`src/verilog/psram_pkg.sv`:
```
// package of shared constants and types for the pipelined sync sram pair
package psram_pkg;
  localparam int PSRAM_LANE_BITS = 9;
  localparam int PSRAM_CLK_NS = 25;
  localparam int PSRAM_POWERUP_NS = 4000;
  localparam int PSRAM_RECOVER_NS = 200;
  localparam int PSRAM_POWERUP_CYC = (PSRAM_POWERUP_NS + PSRAM_CLK_NS - 1) / PSRAM_CLK_NS;
  localparam int PSRAM_RECOVER_CYC = (PSRAM_RECOVER_NS + PSRAM_CLK_NS - 1) / PSRAM_CLK_NS;
  localparam int PSRAM_CNT_W = 8;
  localparam logic [1:0] PSRAM_STRAP_VAL = 2'h2;
  typedef enum logic [1:0]
  {
    PSRAM_ST_POWERUP = 2'b00,
    PSRAM_ST_IDLE = 2'b01,
    PSRAM_ST_SLEEP = 2'b10,
    PSRAM_ST_RECOVER = 2'b11
  } psram_state_t;
endpackage : psram_pkg

```
`src/verilog/psram_if.sv`:
```
// interface carrying the synchronous sram bus between controller and memory
`timescale 1ns/1ps
interface psram_if #(
  parameter int DATA_W = 36,
  parameter int ADDR_W = 17
);
  logic [ADDR_W-1:0] word_addr;
  logic select_n;
  logic global_write_n;
  logic [DATA_W/9-1:0] lane_write_n;
  logic output_enable_n;
  logic sleep_request;
  logic [1:0] protocol_strap_pins;
  logic [DATA_W-1:0] ctl_data_out;
  logic ctl_data_oe;
  logic [DATA_W-1:0] mem_data_out;
  logic mem_data_oe;
  logic [DATA_W-1:0] byte_lane_data;
  assign byte_lane_data = mem_data_oe ? mem_data_out : ctl_data_out;
  modport mem
  (
    input word_addr, select_n, global_write_n, lane_write_n, output_enable_n,
    input sleep_request, protocol_strap_pins, ctl_data_out, ctl_data_oe,
    input byte_lane_data,
    output mem_data_out, mem_data_oe
  );
  modport ctl
  (
    output word_addr, select_n, global_write_n, lane_write_n, output_enable_n,
    output sleep_request, protocol_strap_pins, ctl_data_out, ctl_data_oe,
    input mem_data_out, mem_data_oe, byte_lane_data
  );
endinterface : psram_if

```
`src/verilog/psram_ctl.sv`:
```
// controller end: drives the sram bus from simple user requests
`timescale 1ns/1ps
module psram_ctl
  import psram_pkg::*;
#(
  parameter int DATA_W = 36,
  parameter int ADDR_W = 17,
  parameter int POWERUP_CYC = PSRAM_POWERUP_CYC
)
(
  input wire logic clk_sys, // controller clock, also the sram clock
  input wire logic rst_n, // asynchronous reset, active low
  psram_if.ctl bus, // sram pins
  input wire logic req_valid, // access request
  output logic req_ready, // request taken this cycle
  input wire logic req_write, // 1 write, 0 read
  input wire logic [ADDR_W-1:0] req_addr, // word address
  input wire logic [DATA_W/9-1:0] req_lanes, // lanes to write, active high
  input wire logic [DATA_W-1:0] req_wdata, // write data
  input wire logic sleep_req, // ask for low-power state
  output logic sleeping, // sram is asleep
  output logic rd_valid, // read data valid pulse
  output logic [DATA_W-1:0] rd_data // read data
);
  localparam int LANES = DATA_W / PSRAM_LANE_BITS;
  psram_state_t state_ff;
  psram_state_t nxt_state;
  logic [PSRAM_CNT_W-1:0] cnt_ff;
  logic [ADDR_W-1:0] addr_ff;
  logic sel_n_ff;
  logic gw_n_ff;
  logic [LANES-1:0] lw_n_ff;
  logic [DATA_W-1:0] wdata_ff;
  logic wr_oe_ff;
  logic [2:0] rd_pipe_ff;
  logic sleep_ff;
  logic wr_tail_ff;
  logic idle_bus;
  // a write must also have been captured before sleep may start
  assign idle_bus = sel_n_ff && (rd_pipe_ff == 3'h0) && !wr_tail_ff;
  // a write two cycles behind a read would meet the read data on the bus
  assign req_ready = (state_ff == PSRAM_ST_IDLE) && !sleep_req && !(req_write && rd_pipe_ff[0]);
  always_comb
  begin
    nxt_state = state_ff;
    case (state_ff)
      PSRAM_ST_POWERUP: if (cnt_ff == '0) nxt_state = PSRAM_ST_IDLE;
      PSRAM_ST_IDLE: if (sleep_req && idle_bus) nxt_state = PSRAM_ST_SLEEP;
      PSRAM_ST_SLEEP: if (!sleep_req) nxt_state = PSRAM_ST_RECOVER;
      PSRAM_ST_RECOVER: if (cnt_ff == '0) nxt_state = PSRAM_ST_IDLE;
      default: nxt_state = PSRAM_ST_POWERUP;
    endcase
  end
  always_ff @(posedge clk_sys or negedge rst_n)
  begin
    if (!rst_n)
      state_ff <= PSRAM_ST_POWERUP;
    else
      state_ff <= nxt_state;
  end
  always_ff @(posedge clk_sys or negedge rst_n)
  begin
    if (!rst_n)
      cnt_ff <= PSRAM_CNT_W'(POWERUP_CYC - 1);
    else if (state_ff == PSRAM_ST_SLEEP)
      cnt_ff <= PSRAM_CNT_W'(PSRAM_RECOVER_CYC - 1);
    else if (cnt_ff != '0)
      cnt_ff <= cnt_ff - PSRAM_CNT_W'(1);
  end
  always_ff @(posedge clk_sys or negedge rst_n)
  begin
    if (!rst_n)
      sleep_ff <= 1'b0;
    else
      sleep_ff <= (nxt_state == PSRAM_ST_SLEEP);
  end
  always_ff @(posedge clk_sys or negedge rst_n)
  begin
    if (!rst_n)
      wr_tail_ff <= 1'b0;
    else
      wr_tail_ff <= wr_oe_ff;
  end
  // bus drive: address, controls and data launched together
  always_ff @(posedge clk_sys or negedge rst_n)
  begin
    if (!rst_n)
    begin
      addr_ff <= '0;
      sel_n_ff <= 1'b1;
      gw_n_ff <= 1'b1;
      lw_n_ff <= '1;
      wdata_ff <= '0;
      wr_oe_ff <= 1'b0;
    end
    else
    begin
      sel_n_ff <= !(req_valid && req_ready);
      wr_oe_ff <= req_valid && req_ready && req_write;
      if (req_valid && req_ready)
      begin
        addr_ff <= req_addr;
        gw_n_ff <= !req_write;
        lw_n_ff <= ~req_lanes;
        wdata_ff <= req_wdata;
      end
    end
  end
  // read returns two edges after launch: capture edge then output edge
  always_ff @(posedge clk_sys or negedge rst_n)
  begin
    if (!rst_n)
      rd_pipe_ff <= 3'h0;
    else
      rd_pipe_ff <= {rd_pipe_ff[1:0], !sel_n_ff && gw_n_ff};
  end
  always_ff @(posedge clk_sys or negedge rst_n)
  begin
    if (!rst_n)
      rd_data <= '0;
    else if (rd_pipe_ff[1])
      rd_data <= bus.byte_lane_data;
  end
  assign rd_valid = rd_pipe_ff[2];
  assign sleeping = sleep_ff;
  assign bus.word_addr = addr_ff;
  assign bus.select_n = sel_n_ff;
  assign bus.global_write_n = gw_n_ff;
  assign bus.lane_write_n = lw_n_ff;
  assign bus.output_enable_n = 1'b0;
  assign bus.sleep_request = sleep_ff;
  assign bus.protocol_strap_pins = PSRAM_STRAP_VAL;
  assign bus.ctl_data_out = wdata_ff;
  assign bus.ctl_data_oe = wr_oe_ff;
endmodule : psram_ctl

```
`src/flat_wrapper.sv`:
```
// flat-port wrapper written by rule: the top's interface ports become plain ports
module psram_ctl_flat import psram_pkg::*;
#(
  parameter int DATA_W = 36,
  parameter int ADDR_W = 17,
  parameter int POWERUP_CYC = PSRAM_POWERUP_CYC
)
  (clk_sys, rst_n, req_valid, req_ready, req_write, req_addr, req_lanes, req_wdata, sleep_req, sleeping, rd_valid, rd_data, bus_word_addr, bus_select_n, bus_global_write_n, bus_lane_write_n, bus_output_enable_n, bus_sleep_request, bus_protocol_strap_pins, bus_ctl_data_out, bus_ctl_data_oe, bus_mem_data_out, bus_mem_data_oe);
  psram_if #(.DATA_W(DATA_W), .ADDR_W(ADDR_W)) bus_i ();
  input wire logic clk_sys;
  input wire logic rst_n;
  input wire logic req_valid;
  output logic req_ready;
  input wire logic req_write;
  input wire logic [ADDR_W-1:0] req_addr;
  input wire logic [DATA_W/9-1:0] req_lanes;
  input wire logic [DATA_W-1:0] req_wdata;
  input wire logic sleep_req;
  output logic sleeping;
  output logic rd_valid;
  output logic [DATA_W-1:0] rd_data;
  output wire logic [$bits(bus_i.word_addr)-1:0] bus_word_addr;
  output wire logic [$bits(bus_i.select_n)-1:0] bus_select_n;
  output wire logic [$bits(bus_i.global_write_n)-1:0] bus_global_write_n;
  output wire logic [$bits(bus_i.lane_write_n)-1:0] bus_lane_write_n;
  output wire logic [$bits(bus_i.output_enable_n)-1:0] bus_output_enable_n;
  output wire logic [$bits(bus_i.sleep_request)-1:0] bus_sleep_request;
  output wire logic [$bits(bus_i.protocol_strap_pins)-1:0] bus_protocol_strap_pins;
  output wire logic [$bits(bus_i.ctl_data_out)-1:0] bus_ctl_data_out;
  output wire logic [$bits(bus_i.ctl_data_oe)-1:0] bus_ctl_data_oe;
  input wire logic [$bits(bus_i.mem_data_out)-1:0] bus_mem_data_out;
  input wire logic [$bits(bus_i.mem_data_oe)-1:0] bus_mem_data_oe;
  assign bus_word_addr = bus_i.word_addr;
  assign bus_select_n = bus_i.select_n;
  assign bus_global_write_n = bus_i.global_write_n;
  assign bus_lane_write_n = bus_i.lane_write_n;
  assign bus_output_enable_n = bus_i.output_enable_n;
  assign bus_sleep_request = bus_i.sleep_request;
  assign bus_protocol_strap_pins = bus_i.protocol_strap_pins;
  assign bus_ctl_data_out = bus_i.ctl_data_out;
  assign bus_ctl_data_oe = bus_i.ctl_data_oe;
  assign bus_i.mem_data_out = bus_mem_data_out;
  assign bus_i.mem_data_oe = bus_mem_data_oe;
  psram_ctl #(.DATA_W(DATA_W), .ADDR_W(ADDR_W), .POWERUP_CYC(POWERUP_CYC)) u_core (.clk_sys(clk_sys), .rst_n(rst_n), .bus(bus_i), .req_valid(req_valid), .req_ready(req_ready), .req_write(req_write), .req_addr(req_addr), .req_lanes(req_lanes), .req_wdata(req_wdata), .sleep_req(sleep_req), .sleeping(sleeping), .rd_valid(rd_valid), .rd_data(rd_data));
endmodule
```
`config.mk`:
```
export PLATFORM = sky130hd
export DESIGN_NAME = psram_ctl_flat
export DESIGN_NICKNAME = d
export VERILOG_FILES = /design/src/verilog/psram_pkg.sv /design/src/verilog/psram_if.sv /design/src/verilog/psram_ctl.sv /design/src/flat_wrapper.sv
export SDC_FILE = /design/constraint.sdc
export NUM_CORES = 1
export LEC_CHECK = 0
export ABC_AREA = 1
export ABC_CLOCK_PERIOD_IN_PS = 4200
export BUFFER_PORTS_ARGS = -buffer_cell sky130_fd_sc_hd__buf_2
export CAP_MARGIN = 10
export CORE_MARGIN = 1
export CORE_UTILIZATION = 51
export CTS_CLUSTER_SIZE = 14
export DETAILED_ROUTE_END_ITERATION = 10
export GPL_TIMING_DRIVEN = 0
export PLACE_DENSITY = 0.83
export SLEW_MARGIN = 25
export SYNTH_ARGS = -nofsm -noshare
export SYNTH_HDL_FRONTEND = slang
export SYNTH_SLANG_ARGS = --single-unit
```
`constraint.sdc`:
```
create_clock -name clk_sys -period 4.2 [get_ports clk_sys]
set_input_delay 0.21 -clock clk_sys [delete_from_list [all_inputs] [get_ports clk_sys]]
set_output_delay 0.21 -clock clk_sys [all_outputs]
set_load 0.05 [all_outputs]
```
Yosys cells after proc, flatten, opt, wreduce, memory -nomap -nowiden. Index checks and enable logic that the tools add are counted.

Mux-type cells: 7. Multiply operators: 0. $add $sub $neg: 1. Shift-type cells: 0. Bitwise gates (word level): 1. Reductions and logical operators: 21. Div/mod/pow operators: 0. $lt $le $gt $ge: 0. Eq/ne operators: 4.

Operator list (count): 36-bit two-way mux (1); 8-bit two-way mux (2); 1-bit logical AND (9); 8-bit zero test (1); 8-bit nonzero test (1); 8-bit by 1-bit subtractor with 8-bit output (second input constant) (1); 2-bit equality test (second input constant) (3); 1-bit zero test (6); 2-bit two-way mux (3); 2-bit case mux with 3 select lines (1); 4-bit NOT (1); 3-bit zero test (1); 2-bit by 1-bit equality test with 1-bit output (second input constant) (1); 2-bit zero test (1); 2-bit nonzero test (1); 2-bit OR reduction (1).

Bits in read-only memories: 0. Memories: 0. Flip-flop bits (word level): 111. Word-level logic and storage cells: 46. Input bits: 99. Output and inout bits: 103. Latch bits: 0. RAM bits: 0.

Longest topological paths before layout.
Depth after elaboration: 7. Gate-level depth with buffers: 9. Depth with buffers taken out: 9.

Worst setup path after synthesis. No wires, ideal clock.

Path kind: register -> register. From: register u_core.state_ff[1]. To: register u_core.wdata_ff[25], in the netlist u_core.bus.ctl_data_out[25]. Stages on the path, launching flop included: 8. Library setup time: 67 ps. Slack: 2776 ps. Period minus slack after synthesis: 1424 ps. Arrival time: 1358 ps. Cells stage by stage: dfrtp_1 > inv_1 > ha_1 > nand2_2 > nor2_8 > buf_2 > nand3_1 > nand2_1.

Cells in the longest elaborated chain, start to end: 4.

RTL lines: start: declaration (RTL line psram_ctl.sv:26) `psram_state_t state_ff;`; start signal: assignment (RTL line psram_ctl.sv:59) `state_ff <= nxt_state;`; 2-bit by 1-bit equality test with 1-bit output (RTL line psram_ctl.sv:42) `assign req_ready = (state_ff == PSRAM_ST_IDLE) && !sleep_req && !(req_write && rd_pipe_ff[0]);`; 1-bit logical AND (2 in series) (RTL line psram_ctl.sv:42); net req_ready (RTL line flat_wrapper.sv:13) `output logic req_ready;`; 1-bit logical AND (RTL line psram_ctl.sv:100) `if (req_valid && req_ready)`; end signal: assignment (RTL line psram_ctl.sv:105) `wdata_ff <= req_wdata;`; end: declaration (RTL line psram_ctl.sv:33) `logic [DATA_W-1:0] wdata_ff;`.

The timed path passes the listed nets, and every way through them passes these cells. A chain may end at the register's enable or synchronous reset.

Final worst setup path.
From: register u_core.state_ff[1]. To: output port req_ready.

Cells in the longest elaborated chain, start to end: 3.

RTL lines (RTL line): 2-bit by 1-bit equality test with 1-bit output (psram_ctl.sv:42); 1-bit logical AND (2 in series) (psram_ctl.sv:42); end: declaration (flat_wrapper.sv:13).

No other way between the ends.

==> reports/metrics.cfg <==
[power_and_ir_drop]
p_leak_uw=0.00335
p_int_uw=2510
powerDensity_nw_per_um2=899
swShare_pct=54.5
power_frac_comb_pct=54.9
p_seq_share_pct=34.4
clock_power_share_pct=10.7
power_switching_uw=3010
peakVddDrop_mv=0.501

[global_routing]
grt_use_total_pct=28.8
grt_pass1_wl_mm=21.9
grt_max_degree=71
antenna_found_initial=0
grt_pass1_vias=4656
grt.overflow.total=0

[worst_setup_path]
crit_type=reg2out
worstPathRequired_ps=3990
r2r_start=u_core.cnt_ff[0]
slowest_stage=dfrtp_1
crit_chain=inv_1, ha_1, nand2_2, nor2_8, buf_2, buf_2
reg2reg_to=u_core.cnt_ff[4]
rrSetupSlack_ps=2560
worst-path-buf-inv=3
crit_top_cell=buf_2
path_delay_family=buffers and inverters
crit_arrival_ps=1930
cp-end-kind=output pin
critPathMaxFanout=10
reg2regPathDepth=7
worstSetupStartpointType=register
cpPeakStageDelay_ps=420

[floorplanning]
ios=202
rows=34
dieArea_um2=9730
die_w_um=98.6
start_util_pct=53.6
coreArea_um2=8890
chipHeight_um=98.6

[sta]
finClkSkew_ps=15.4
period_needed_ps=2140
final_hold_viol_count=0
final-setup-viol-count=0
slew_viol_final=0
slew_headroom_pct=60.3
layout_setup_ws_ps=2060
min_period_over_period_pct=51.0
worst_pin_slew_ps=596
rsz0062_at_grt=no
setup_tns_ps=0
fmax_mhz=467

[routing]
wl_per_cell_um=15.2
drc=0
dr.pass1.iters=5
drt-vias-per-instance=5.30
routed_wl_mm=13.4
initialDrtViolationCount=194
via_count=4650
ant_nets=0

[min_path]
worstHoldStart=req_wdata[22]
min_path_type=in2reg
holdPathEnd=u_core.bus.ctl_data_out[22]
holdPathStages=3

[cells_and_area]
stdcell_count=878
postLayoutCoreUtil_pct=69.1
layout.nets=868
final_layout_size_suffix_gt1_share_pct=32.7
diodes=0
fill_cells=746
area_growth_pct=29.0

[synthesis]
synth-edff-count=0
synthesis.instances=551
synthTopCellsByArea=dfrtp_1 52%, nand2_1 16%, dfstp_2 6.6%
synth_top_flop_cell=dfrtp_1
netlist_area_um2=4760
yosys_warnings=0
synthMostInstantiatedCell=nand2_1
yosysTopAreaCellShare_pct=52.0
yosysSeqAreaShare_pct=58.6
avgSynthCellArea_um2=8.64
synthArstFlopShare_pct=100
synth-seq-cells=111
ys_top_cells_by_count=202 x nand2_1, 99 x dfrtp_1, 62 x nand3_1
synth_top_cell_by_area=dfrtp_1
synthDistinctLibCells=27

[place]
port_buffers=196
gp_congestion=0.891
dp_cells=857
place_worst_setup_slack_ps=2490
place_hpwl_mm=9.86

[clock_tree]
root_buffer=clkbuf_8
clock_sinks=111
ctsResizeCount=0
cts_max_level=3
clock_path_buffers=2
insertion_delay_ps=360
cts_tree=done
clk_pin_slew_worst_paths_ps=100
cts_buffers=9

[status]
status=complete, no violations

[job]
max-cap-violations=0

-- state kept, by name, indices dropped and copies added, names as in the netlist --
signal and count:
u_core.rd_pipe_ff 3, u_core.wr_tail_ff 1, u_core.bus.sleep_request 1, u_core.rd_data 36, u_core.bus.lane_write_n 4, u_core.cnt_ff 8
u_core.bus.ctl_data_out 36, u_core.bus.select_n 1, u_core.bus.word_addr 17, u_core.bus.ctl_data_oe 1, u_core.state_ff 2, u_core.bus.global_write_n 1
-- power groups by stage --
stage          combinational, uW  clock, uW  sequential, uW
2_1_floorplan                786          0            3360
3_3_place_gp                2960          0            1880
3_5_place_dp                3040          0            1910
4_1_cts                     3040        601            1890
5_1_grt                     3230        645            1960
6_report                    3030        591            1900
-- placed cells by master (no fill, tap or decap) --
cell type      Yosys  routed
buf_2             17     212
nand2_1          202     202
dfrtp_1           99      99
nand3_1           62      62
nor2_1            51      51
a31oi_1           36      36
inv_1             19      19
clkbuf_1          10      12
dfstp_2           12      12
clkbuf_8           0      11
a21oi_1            7       7
o21ai_0            5       5
buf_4              5       5
dlygate4sd3_1      0       5
o21ai_1            4       4
ha_1               4       4
buf_1              3       3
conb_1             2       3
nand2_2            2       2
buf_6              1       2
o211ai_1           2       2
clkinv_2           0       2
a21boi_0           1       1
inv_2              1       1
a21oi_2            1       1
nor2_8             1       1
nand2_4            1       1
nor4_1             1       1
nor3_1             1       1
clkinv_1           1       1
clkinvlp_4         0       1
buf_16             0       1
-- metrics by stage --
stage / area (um^2) / hold WS [ps] / total power, uW
finish: 6140 / 70.2 / 5520
global placement: 5880 / 352 / 4840
floorplan: 4770 / -85.6 / 4150
CTS: 6140 / 64.2 / 5540
detailed placement: 5920 / 154 / 4940
global route: 6140 / 55.7 / 5830
-- worst reg2reg max path: stages, from the launching register on --
cell and delay [ps]:
dfstp_2 530, inv_1 80, ha_1 290, nand2_1 100, nor2_1 50, nand2_1 180, inv_1 80, nor4_1 240
-- cell type report --
cell class | instances | area, um^2 | share of cell area (%)
tap | 108 | 135 | 2.20
clock buffer | 13 | 159 | 2.59
inverter | 21 | 78.8 | 1.28
sequential | 111 | 2790 | 45.5
clock inverter | 3 | 17.5 | 0.285
buffer | 36 | 183 | 2.97
multi-input combinational | 384 | 1710 | 27.9
timing repair buffer | 202 | 1060 | 17.3
-- timing repair --
action | CTS | global route
endpoints found under the hold margin | 38 | 0
buffers inserted | 0 | 0
hold buffers | 5 | 0
-- layer usage --
layer	part of all wire (%)	track usage (%)
met1	40	35.5
met2	51	50.2
met3	6.4	5.18
met4	2.7	11.8
met5	0	0
-- cells by family (layout without fill, tap and decap cells) --
kind of cell / count (synthesis) / after routing / synth area share [%]
simple gates: 321 / 321 / 27.6
compound gates: 56 / 56 / 7.07
other cells: 2 / 3 / 0.158
flops: 111 / 111 / 58.6
fa+ha+maj: 4 / 4 / 1.05
buf+inv: 57 / 275 / 5.49
-- how the worst max path moves through the flow --
| stage | start | end | slack (ps) | depth (start not counted) |
|---|---|---|---|---|
| 2_1_floorplan | u_core.state_ff[1] | u_core.bus.ctl_data_out[25] | 2780 | 7 |
| 3_3_place_gp | rst_n | u_core.rd_data[9] | 1700 | 1 |
| 3_5_place_dp | u_core.state_ff[1] | req_ready | 2490 | 6 |
| 4_1_cts | u_core.state_ff[1] | req_ready | 2070 | 6 |
| 5_1_grt | u_core.state_ff[1] | req_ready | 1930 | 6 |
| 6_report | u_core.state_ff[1] | req_ready | 2060 | 6 |
No activity file was read; power rests on OpenSTA's default activity.
